==> config.mk <==
export PLATFORM = sky130hd
export DESIGN_NAME = multi_mode_pulse_counter
export DESIGN_NICKNAME = d
export VERILOG_FILES = /design/src/rtl/pulse_counter_pkg.sv /design/src/rtl/multi_mode_pulse_counter.sv
export SDC_FILE = /design/constraint.sdc
export NUM_CORES = 2
export LEC_CHECK = 0
export BUFFER_PORTS_ARGS = -buffer_cell sky130_fd_sc_hd__buf_4
export CAP_MARGIN = 10
export CORE_AREA = 2 2 315 317
export DETAILED_ROUTE_END_ITERATION = 10
export DIE_AREA = 0 0 317 319
export PLACE_DENSITY_LB_ADDON = 0.12
export SLEW_MARGIN = 10
export SYNTH_ARGS = -nofsm -noshare
export SYNTH_HDL_FRONTEND = slang
export SYNTH_SLANG_ARGS = --single-unit
==> constraint.sdc <==
create_clock -name mclk_in -period 5.95 [get_ports mclk_in]
set_input_delay 0.2975 -clock mclk_in [delete_from_list [all_inputs] [get_ports mclk_in]]
set_output_delay 0.2975 -clock mclk_in [all_outputs]
set_load 0.05 [all_outputs]
==> src/rtl/pulse_counter_pkg.sv <==
// package: register map, field layout, modes and carriers of the pulse counter
package pulse_counter_pkg;

   // ***************************************************************
   // register map
   // ***************************************************************
   localparam int          CH_COUNT      = 2;
   localparam logic [7:0]  CH_STRIDE     = 8'h20;
   localparam logic [4:0]  OFF_CTRL      = 5'h00;
   localparam logic [4:0]  OFF_CFG       = 5'h04;
   localparam logic [4:0]  OFF_LOAD      = 5'h08;
   localparam logic [4:0]  OFF_END       = 5'h0c;
   localparam logic [4:0]  OFF_SET       = 5'h10;
   localparam logic [4:0]  OFF_COUNT     = 5'h14;
   localparam logic [4:0]  OFF_STATUS    = 5'h18;

   // ***************************************************************
   // control word bits, acting on a 0-1 edge
   // ***************************************************************
   localparam int          CTRL_GATE_OPEN  = 2;
   localparam int          CTRL_PRESET     = 5;
   localparam int          CTRL_STAT_CLR   = 6;
   localparam int          CTRL_GATE_CLOSE = 10;

   // ***************************************************************
   // count limits and reset values
   // ***************************************************************
   localparam logic signed [31:0] COUNT_MAX   = 32'sh7fffffff;
   localparam logic signed [31:0] COUNT_MIN   = 32'sh80000000;
   localparam logic [31:0]        RST_WORD    = 32'h00000000;
   localparam logic [31:0]        RST_CFG     = 32'h00000011;

   // ***************************************************************
   // modes, one-hot
   // ***************************************************************
   typedef enum logic [2:0] {
      MODE_ENDLESS  = 3'b001,
      MODE_ONCE     = 3'b010,
      MODE_PERIODIC = 3'b100
   } count_mode_t;

   typedef enum logic [2:0] {
      DIR_NONE = 3'b001,
      DIR_UP   = 3'b010,
      DIR_DOWN = 3'b100
   } prim_dir_t;

   // ***************************************************************
   // carriers
   // ***************************************************************
   // configuration word layout (low bits of CFG)
   typedef struct packed {
      logic        alarm_en;  // bit 8
      logic        sig_en;    // bit 7
      logic        cancel;    // bit 6
      logic [2:0]  dir;       // bits 5:3
      logic [2:0]  mode;      // bits 2:0
   } chan_cfg_t;

   // status word layout (low bits of STATUS)
   typedef struct packed {
      logic  dir_up;      // bit 7
      logic  dir_down;    // bit 6
      logic  unf;         // bit 5
      logic  ovf;         // bit 4
      logic  end_hit;     // bit 3
      logic  int_gate;    // bit 2
      logic  software_gate;     // bit 1
      logic  rsvd;        // bit 0
   } chan_stat_t;

   // encoder pulse pair of one channel
   typedef struct packed {
      logic  up;
      logic  down;
   } pulse_t;

endpackage

==> src/rtl/multi_mode_pulse_counter.sv <==
// two-channel signed 32-bit pulse counter with APB register access
// Function
// - host sets signal mode, then a gate-open edge starts counting
// - limits fixed by the signed 32-bit register, not configurable
// - modes: endless, one-time, periodic; latter two with or without direction
// - one-time and periodic use configurable load and end values
// - preset-load edge copies the set value into the count
// - without primary direction the whole signed range is usable
// - primary up: count to end-1, next pulse reloads load value
// - primary down: count to end+1, next pulse reloads load value
// - internal gate equals software gate; open and close on 0-1 edges
// - reopening resumes (interrupt) or restarts at load value (cancel)
// - endless: up pulse at upper limit wraps to lower limit
// - endless: down pulse at lower limit wraps to upper limit
// - limit passing sets sticky ovf/unf and alarm; cleared by status-clear edge
// - one-time no direction: limit pass jumps, closes gate, sets flag
// - after auto close host reopens; resume per interrupt/cancel
// - one-time up: pulse after end-1 reloads, closes gate, flags end
// - one-time down: pulse after end+1 reloads, closes gate, flags end
// - one-time with direction always restarts at load value on reopen
// - primary up: lower limit wraps to upper, sets underflow
// - primary down: upper limit wraps to lower, sets overflow
// - periodic no direction: limit returns to load value, sets flag
// - periodic up: pulse after end-1 reloads, gate stays open, flags end
//
// Register access over APB and the placing of the registers are this design's own decisions.
`timescale 1ns/1ps
module multi_mode_pulse_counter (
   // clock and reset
   input  wire logic                          mclk_in,
   input  wire logic                          resetn_in,
   // apb slave
   input  wire logic                          psel_in,
   input  wire logic                          penable_in,
   input  wire logic                          pwrite_in,
   input  wire logic [7:0]                    paddr_in,
   input  wire logic [31:0]                   pwdata_in,
   output logic                               pready_out,
   output logic [31:0]                        prdata_out,
   output logic                               pslverr_out,
   // encoder pulses, one per channel
   input  wire pulse_counter_pkg::pulse_t [1:0] pulse_in,
   // process alarm pulses and gate state
   output logic [1:0]                         alarm_out,
   output logic [1:0]                         gate_out
);
   import pulse_counter_pkg::*;

   // ***************************************************************
   // apb front end
   // ***************************************************************
   logic              wr_en;
   logic [31:0]       rd_mux;
   logic              rd_hit;
   logic [31:0]       rd_word [CH_COUNT][7];
   logic [1:0]        alarm_ev;
   logic [1:0]        gate_now;

   // write takes effect only on the edge that completes the access
   assign wr_en = psel_in & penable_in & pready_out & pwrite_in;

   // read decode; unmapped addresses answer with an error and zero data
   always_comb begin
      rd_mux = RST_WORD;
      rd_hit = 1'b0;
      for (int c = 0; c < CH_COUNT; c++) begin
         for (int r = 0; r < 7; r++) begin
            if (paddr_in == 8'(c * 32'(CH_STRIDE) + r * 4)) begin
               rd_mux = rd_word[c][r];
               rd_hit = 1'b1;
            end
         end
      end
   end

   // one wait state: pready rises in the second access cycle
   always_ff @(posedge mclk_in) begin
      if (!resetn_in) begin
         pready_out  <= 1'b0;
         prdata_out  <= RST_WORD;
         pslverr_out <= 1'b0;
      end else begin
         pready_out  <= psel_in & penable_in & ~pready_out;
         prdata_out  <= (psel_in & penable_in & ~pready_out & ~pwrite_in) ? rd_mux : RST_WORD;
         pslverr_out <= psel_in & penable_in & ~pready_out & ~rd_hit;
      end
   end

   // registered side outputs
   always_ff @(posedge mclk_in) begin
      if (!resetn_in) begin
         alarm_out <= 2'b00;
         gate_out  <= 2'b00;
      end else begin
         alarm_out <= alarm_ev;
         gate_out  <= gate_now;
      end
   end

   // ***************************************************************
   // counter channels
   // ***************************************************************
   for (genvar g = 0; g < CH_COUNT; g++) begin : g_ch
      logic [7:0]         base;
      logic [31:0]        ctrl;
      logic [31:0]        ctrl_prev;
      logic [31:0]        cfg_word;
      logic signed [31:0] load_val;
      logic signed [31:0] end_val;
      logic signed [31:0] set_val;
      logic signed [31:0] count;
      logic signed [31:0] next_count;
      logic               gate;
      logic               next_gate;
      logic               started;
      logic               ovf;
      logic               unf;
      logic               end_hit;
      logic               dir_up;
      logic               dir_down;
      logic               ovf_ev;
      logic               unf_ev;
      logic               end_ev;
      logic               open_edge;
      logic               close_edge;
      logic               preset_edge;
      logic               clr_edge;
      logic               step_up;
      logic               step_dn;
      chan_cfg_t          cfg;
      chan_stat_t         stat;

      assign base = 8'(g * 32'(CH_STRIDE));
      assign cfg  = chan_cfg_t'(cfg_word[8:0]);

      // control bits act on rising edges of the stored word
      assign open_edge   = ctrl[CTRL_GATE_OPEN]  & ~ctrl_prev[CTRL_GATE_OPEN];
      assign close_edge  = ctrl[CTRL_GATE_CLOSE] & ~ctrl_prev[CTRL_GATE_CLOSE];
      assign preset_edge = ctrl[CTRL_PRESET]     & ~ctrl_prev[CTRL_PRESET];
      assign clr_edge    = ctrl[CTRL_STAT_CLR]   & ~ctrl_prev[CTRL_STAT_CLR];
      // simultaneous up and down pulses cancel out
      assign step_up = pulse_in[g].up & ~pulse_in[g].down;
      assign step_dn = pulse_in[g].down & ~pulse_in[g].up;

      // ***************************************************************
      // channel registers
      // ***************************************************************
      // control word as last written; actions come from its 0-1 edges
      always_ff @(posedge mclk_in) begin
         if (!resetn_in) begin
            ctrl <= RST_WORD;
         end else if (wr_en && paddr_in == base + 8'(OFF_CTRL)) begin
            ctrl <= pwdata_in;
         end
      end

      // previous control word, reference for edge detection
      always_ff @(posedge mclk_in) begin
         if (!resetn_in) begin
            ctrl_prev <= RST_WORD;
         end else begin
            ctrl_prev <= ctrl;
         end
      end

      // configuration; unused upper bits read as zero
      always_ff @(posedge mclk_in) begin
         if (!resetn_in) begin
            cfg_word <= RST_CFG;
         end else if (wr_en && paddr_in == base + 8'(OFF_CFG)) begin
            cfg_word <= {23'h0, pwdata_in[8:0]};
         end
      end

      // load value, start point of bounded modes
      always_ff @(posedge mclk_in) begin
         if (!resetn_in) begin
            load_val <= RST_WORD;
         end else if (wr_en && paddr_in == base + 8'(OFF_LOAD)) begin
            load_val <= pwdata_in;
         end
      end

      // end value, bound of primary-direction modes
      always_ff @(posedge mclk_in) begin
         if (!resetn_in) begin
            end_val <= RST_WORD;
         end else if (wr_en && paddr_in == base + 8'(OFF_END)) begin
            end_val <= pwdata_in;
         end
      end

      // set value; only used on a preset edge
      always_ff @(posedge mclk_in) begin
         if (!resetn_in) begin
            set_val <= RST_WORD;
         end else if (wr_en && paddr_in == base + 8'(OFF_SET)) begin
            set_val <= pwdata_in;
         end
      end

      // ***************************************************************
      // next-state logic
      // ***************************************************************
      // next count and gate from pulses, mode and control edges
      always_comb begin
         next_count = count;
         next_gate  = gate;
         ovf_ev     = 1'b0;
         unf_ev     = 1'b0;
         end_ev     = 1'b0;
         if (preset_edge) begin
            next_count = set_val;
         end else if (gate && (step_up || step_dn)) begin
            next_count = step_up ? count + 32'sd1 : count - 32'sd1;
            unique case (cfg.mode)
               MODE_ENDLESS: begin
                  if (step_up && count == COUNT_MAX) begin
                     next_count = COUNT_MIN;
                     ovf_ev     = 1'b1;
                  end else if (step_dn && count == COUNT_MIN) begin
                     next_count = COUNT_MAX;
                     unf_ev     = 1'b1;
                  end
               end
               MODE_ONCE, MODE_PERIODIC: begin
                  unique case (cfg.dir)
                     DIR_UP: begin
                        if (step_up && count == end_val - 32'sd1) begin
                           next_count = load_val;
                           end_ev     = 1'b1;
                           if (cfg.mode == MODE_ONCE)
                              next_gate = 1'b0;
                        end else if (step_dn && count == COUNT_MIN) begin
                           next_count = COUNT_MAX;
                           unf_ev     = 1'b1;
                        end
                     end
                     DIR_DOWN: begin
                        if (step_dn && count == end_val + 32'sd1) begin
                           next_count = load_val;
                           end_ev     = 1'b1;
                           if (cfg.mode == MODE_ONCE)
                              next_gate = 1'b0;
                        end else if (step_up && count == COUNT_MAX) begin
                           next_count = COUNT_MIN;
                           ovf_ev     = 1'b1;
                        end
                     end
                     default: begin
                        // no primary direction: whole signed range
                        if ((step_up && count == COUNT_MAX) ||
                            (step_dn && count == COUNT_MIN)) begin
                           ovf_ev = step_up;
                           unf_ev = step_dn;
                           if (cfg.mode == MODE_ONCE) begin
                              next_count = step_up ? COUNT_MIN : COUNT_MAX;
                              next_gate  = 1'b0;
                           end else begin
                              next_count = load_val;
                           end
                        end
                     end
                  endcase
               end
               default: begin
                  next_count = count;  // illegal mode code: hold
               end
            endcase
         end
         // a gate opening without a configured signal mode is ignored
         if (open_edge && cfg.sig_en) begin
            next_gate = 1'b1;
            // first start, cancel, or one-time with direction restart at load
            if (!started || cfg.cancel ||
                (cfg.mode == MODE_ONCE && cfg.dir != DIR_NONE))
               next_count = load_val;
         end
         // close wins over open on the same edge so counting stops
         if (close_edge)
            next_gate = 1'b0;
      end

      // ***************************************************************
      // channel state and sticky flags
      // ***************************************************************
      // current count
      always_ff @(posedge mclk_in) begin
         if (!resetn_in) begin
            count <= RST_WORD;
         end else begin
            count <= next_count;
         end
      end

      // internal gate; the software gate is the same bit
      always_ff @(posedge mclk_in) begin
         if (!resetn_in) begin
            gate <= 1'b0;
         end else begin
            gate <= next_gate;
         end
      end

      // first opening after reset starts at the load value
      always_ff @(posedge mclk_in) begin
         if (!resetn_in) begin
            started <= 1'b0;
         end else if (next_gate) begin
            started <= 1'b1;
         end
      end

      // last counted direction; held while no pulse counts
      always_ff @(posedge mclk_in) begin
         if (!resetn_in) begin
            dir_up   <= 1'b0;
            dir_down <= 1'b0;
         end else if (gate && (step_up || step_dn)) begin
            dir_up   <= step_up;
            dir_down <= step_dn;
         end
      end

      // overflow; a new event wins over a clear in the same cycle
      always_ff @(posedge mclk_in) begin
         if (!resetn_in) begin
            ovf <= 1'b0;
         end else begin
            ovf <= ovf_ev | (ovf & ~clr_edge);
         end
      end

      // underflow, same priority as overflow
      always_ff @(posedge mclk_in) begin
         if (!resetn_in) begin
            unf <= 1'b0;
         end else begin
            unf <= unf_ev | (unf & ~clr_edge);
         end
      end

      // end value reached, same priority as overflow
      always_ff @(posedge mclk_in) begin
         if (!resetn_in) begin
            end_hit <= 1'b0;
         end else begin
            end_hit <= end_ev | (end_hit & ~clr_edge);
         end
      end

      // alarm pulse on any flagged event when enabled
      assign alarm_ev[g] = cfg.alarm_en & (ovf_ev | unf_ev | end_ev);
      assign gate_now[g] = next_gate;

      // ***************************************************************
      // status and read-back
      // ***************************************************************
      // both gate bits show the one internal gate
      assign stat = '{dir_up:   dir_up,
                      dir_down: dir_down,
                      unf:      unf,
                      ovf:      ovf,
                      end_hit:  end_hit,
                      int_gate: gate,
                      software_gate:  gate,
                      rsvd:     1'b0};
      assign rd_word[g][0] = ctrl;
      assign rd_word[g][1] = cfg_word;
      assign rd_word[g][2] = load_val;
      assign rd_word[g][3] = end_val;
      assign rd_word[g][4] = set_val;
      assign rd_word[g][5] = count;
      assign rd_word[g][6] = {24'h000000, stat};
   end

endmodule

==> results.toml <==
[critical_path]
crit_path_end_kind = "flip-flop"
worstPathMaxFanout = 16
crit_slowest_cell = "or4_1"
crit_buf_inv = 1
crit_chain = "or4_4, or4_1, or4_1, a221o_1, or4b_1, nor4_1, a21oi_2, buf_4, a21o_1, a32oi_1, a31oi_1"
path_common_cell = "or4_1"
startpoint_type = "flip-flop"
critPathMaxStageDelay_ps = 800
path_delay_family = "simple AND/OR/NAND/NOR gates"
setup.worst_path.class = "reg2reg"
worstReg2RegEnd = "alarm_out[1]"
worst-r2r-setup-slack_ps = 770
r2r_cells = 11
crit_arrival_ps = 5640
worstReg2RegStart = "g_ch[1].end_val[8]"
cp.required_ps = 6420
cp.depth = 11

[clocking]
ctsHtreeMaxLevel = 2
cts_tree = "yes"
clock-sinks = 396
cts_buffer_depth = 3
numCtsBuffers = 49
cts_resized = 0
cts.reportedPaths.clkPinSlew_ps = 60
clkLatencyLatePin_ps = 640
cts-root-buf = "clkbuf_16"

[yosys]
ys_types = 89
synthSimpleGateAreaFrac_pct = 26.3
ys.flop_type = "dfxtp_1"
synthTopCellsByArea = "dfxtp_1, nand2_1, a21boi_0, a21oi_1, clkbuf_1"
ys_top_cells_by_count = "nand2_1, dfxtp_1, clkbuf_1"
yosysWarningCount = 0
syn_inst = 4071
syn_area_sq_um = 29100
synthAdderAreaFrac_pct = 3.06
synth_edf_count = 0
synth-seq-cells = 396
synthMuxAreaShare_pct = 0.374
synth_top_area_cell = "dfxtp_1"
synthXorXnorAreaFrac_pct = 5.03
synthDominantCellAreaShare_pct = 27.3
seq_area_frac_synth_pct = 27.3
synth_top_family_by_area = "compound AO/OA/AOI/OAI gates"
post-synth-top-count-cell = "nand2_1"
syn_nets = 4190
synth_compound_area_share_pct = 32.5
avgSynthCellArea_sq_um = 7.14
synthArstFlopShare_pct = 0

[die]
chipWidth_um = 317
design.core.area_sq_um = 97700
num_rows = 115
chipHeight_um = 319
start_util_pct = 29.8
boundaryPins = 87
die_area_sq_um = 101000

[placed_design]
gp_congestion = 0.982
dp.cells = 5200
port_buffers = 86
dp_hpwl_mm = 112

[min_path]
hp-class = "in2reg"
hp-start = "pwdata_in[10]"
worstHoldPathCells = 3
hold_end = "g_ch[0].set_val[10]"

[detailed_routing]
wl_per_cell_um = 28.5
dr_total_vias = 32200
dr.pass1.iters = 10
drc = 2
route.antenna.remaining_nets = 0
via_per_inst = 6.07
drt_iter0_drc = 3474
totalWireLength_mm = 151

[run]
drv_cap = 0

[finish]
drive_above_1_share_pct = 9.02
finalNetCount = 4097
instances_no_fill = 5303
nFillCells = 10500
area_growth_syn_to_layout_pct = 12.6

[grt]
grt_max_degree = 148
grt_pass1_wl_mm = 219
overflow = 0
grt_pass1_vias = 30000
groute.usage.overall_pct = 29.1
grt_antenna_before_repair = 3

[pwr]
irDropWorstVdd_mv = 0.177
power_per_cell_area_nw_per_um2 = 191
p_comb_share_pct = 5.9
p_clk_share_pct = 51.6
power_frac_seq_pct = 42.5
switchingPower_mw = 1.58
intPower_mw = 4.67
swShare_pct = 25.3
leakagePower_nw = 11.7

[outcome]
violations = "design-rule violations"
status = "finished with violations"

[timing]
slew_violations = 0
maxSlewHeadroom_pct = 21.1
setup_viol = 0
worst_pin_slew_ps = 1180
hold_ws_ps = 18.6
finalCritPeriodShare_pct = 87.0
fmax_mhz = 193
final.setup_skew_ps = 30.7
final.setup.tns_ps = 0
hold_viol_final = 0
fin_crit_ps = 5180
rsz0062_at_grt = "no"
## tightest hold or removal path: cells and delay by family
family / cells / cell delay (ps)
AND/OR/NAND/NOR: 1 / 70
AO/OA/AOI/OAI: 1 / 60
buffers and inverters: 1 / 170
## worst max-delay path by stage
stage	startpoint	to	slack [ps]
after global placement	g_ch[1].end_val[5]	g_ch[1].count[22]	910
after floorplan	g_ch[0].end_val[0]	g_ch[0].count[4]	1430
after detailed placement	g_ch[1].end_val[5]	alarm_out[1]	870
after CTS	g_ch[1].end_val[8]	alarm_out[1]	850
final	g_ch[1].end_val[8]	alarm_out[1]	770
after global routing	g_ch[1].end_val[8]	g_ch[1].count[22]	580
## state kept, by name, summed over array words and instances, names as in the netlist, 2 cells and up
| signal | count |
|---|---|
| g_ch.ovf | 2 |
| g_ch.end_val | 64 |
| g_ch.end_hit | 2 |
| gate_out | 2 |
| alarm_out | 2 |
| g_ch.ctrl | 64 |
| g_ch.count | 64 |
| prdata_out | 32 |
| g_ch.dir_down | 2 |
| g_ch.started | 2 |
| g_ch.unf | 2 |
| g_ch.cfg_word | 18 |
| g_ch.set_val | 64 |
| g_ch.dir_up | 2 |
| g_ch.ctrl_prev | 8 |
| g_ch.load_val | 64 |
## cell type report
class / count / area [sq um] / share of cell area, %
Tap cell: 1287 / 1610 / 4.92
Timing Repair Buffer: 207 / 1610 / 4.91
Multi-Input combinational cell: 3265 / 19700 / 60.1
Sequential cell: 396 / 7930 / 24.2
Clock buffer: 70 / 1440 / 4.39
Clock inverter: 18 / 234 / 0.715
Inverter: 59 / 221 / 0.677
Antenna cell: 1 / 2.50 / 0.00765
## kinds of logic (layout without fill, tap and decap cells)
| family | after synthesis | in the layout |
|---|---|---|
| muxes | 10 | 10 |
| AOI/OAI and AO/OA | 1392 | 1392 |
| other | 0 | 1 |
| buffers and inverters | 410 | 354 |
| DFF | 396 | 396 |
| xor gates and xnor gates | 167 | 167 |
| and+or+nand+nor | 1626 | 1626 |
| adders and majority gates | 70 | 70 |
## routing by layer
| metal | track usage [%] | up-vias | part of all wire [%] |
|---|---|---|---|
| met5 | 0 | - | 0 |
| li1 | - | 14700 | - |
| met3 | 2.98 | 272 | 7.0 |
| met2 | 47.5 | 1499 | 46 |
| met4 | 9.52 | 0 | 3.6 |
| met1 | 39.8 | 15700 | 43 |
## timing repair
item                                   CTS  global route
hold buffers                            14             0
endpoints found under the hold margin   25             0
setup buffers                            0             0
## metrics by stage
step / power [mW] / worst slack, ps / util, % / instance area [sq um]
floorplan: 2.93 / 1430 / - / 29100
global placement: 3.07 / 909 / 31.6 / 30900
detailed placement: 3.07 / 870 / 31.6 / 30900
CTS: 6.28 / 850 / 33.5 / 32700
global route: 6.40 / 583 / 33.5 / 32700
finish: 6.25 / 773 / 33.5 / 32700
## power by group through the flow
stage          clock (mW)  sequential (mW)  combinational (mW)
2_1_floorplan           0             2.71               0.216
4_1_cts              3.26             2.65               0.365
3_3_place_gp            0             2.71               0.359
5_1_grt              3.35             2.65               0.393
3_5_place_dp            0             2.71               0.356
6_report             3.22             2.65               0.371
## layout by cell type (no fill, tap or decap), types with 23 or more instances in the layout
cell,Yosys,layout
a211oi_1,28,28
a21boi_0,256,256
a21o_1,44,44
a21oi_1,297,296
a221o_1,29,29
a221oi_1,48,48
a22oi_1,57,57
a31oi_1,56,56
and2_1,28,28
and3_1,33,33
buf_4,2,191
clkbuf_16,0,51
dfxtp_1,396,396
ha_1,68,68
inv_1,59,59
nand2_1,821,815
nand2b_1,32,32
nand3_1,100,100
nand4_1,75,75
nor2_1,213,200
nor3_1,58,53
nor3b_1,25,23
nor4_1,63,60
o211ai_1,46,46
o21ai_0,225,224
o22ai_1,56,56
o31ai_1,31,31
or3_1,32,32
or4_1,24,24
xnor2_1,83,83
xor2_1,84,84
(Power assumes the default switching activity.)
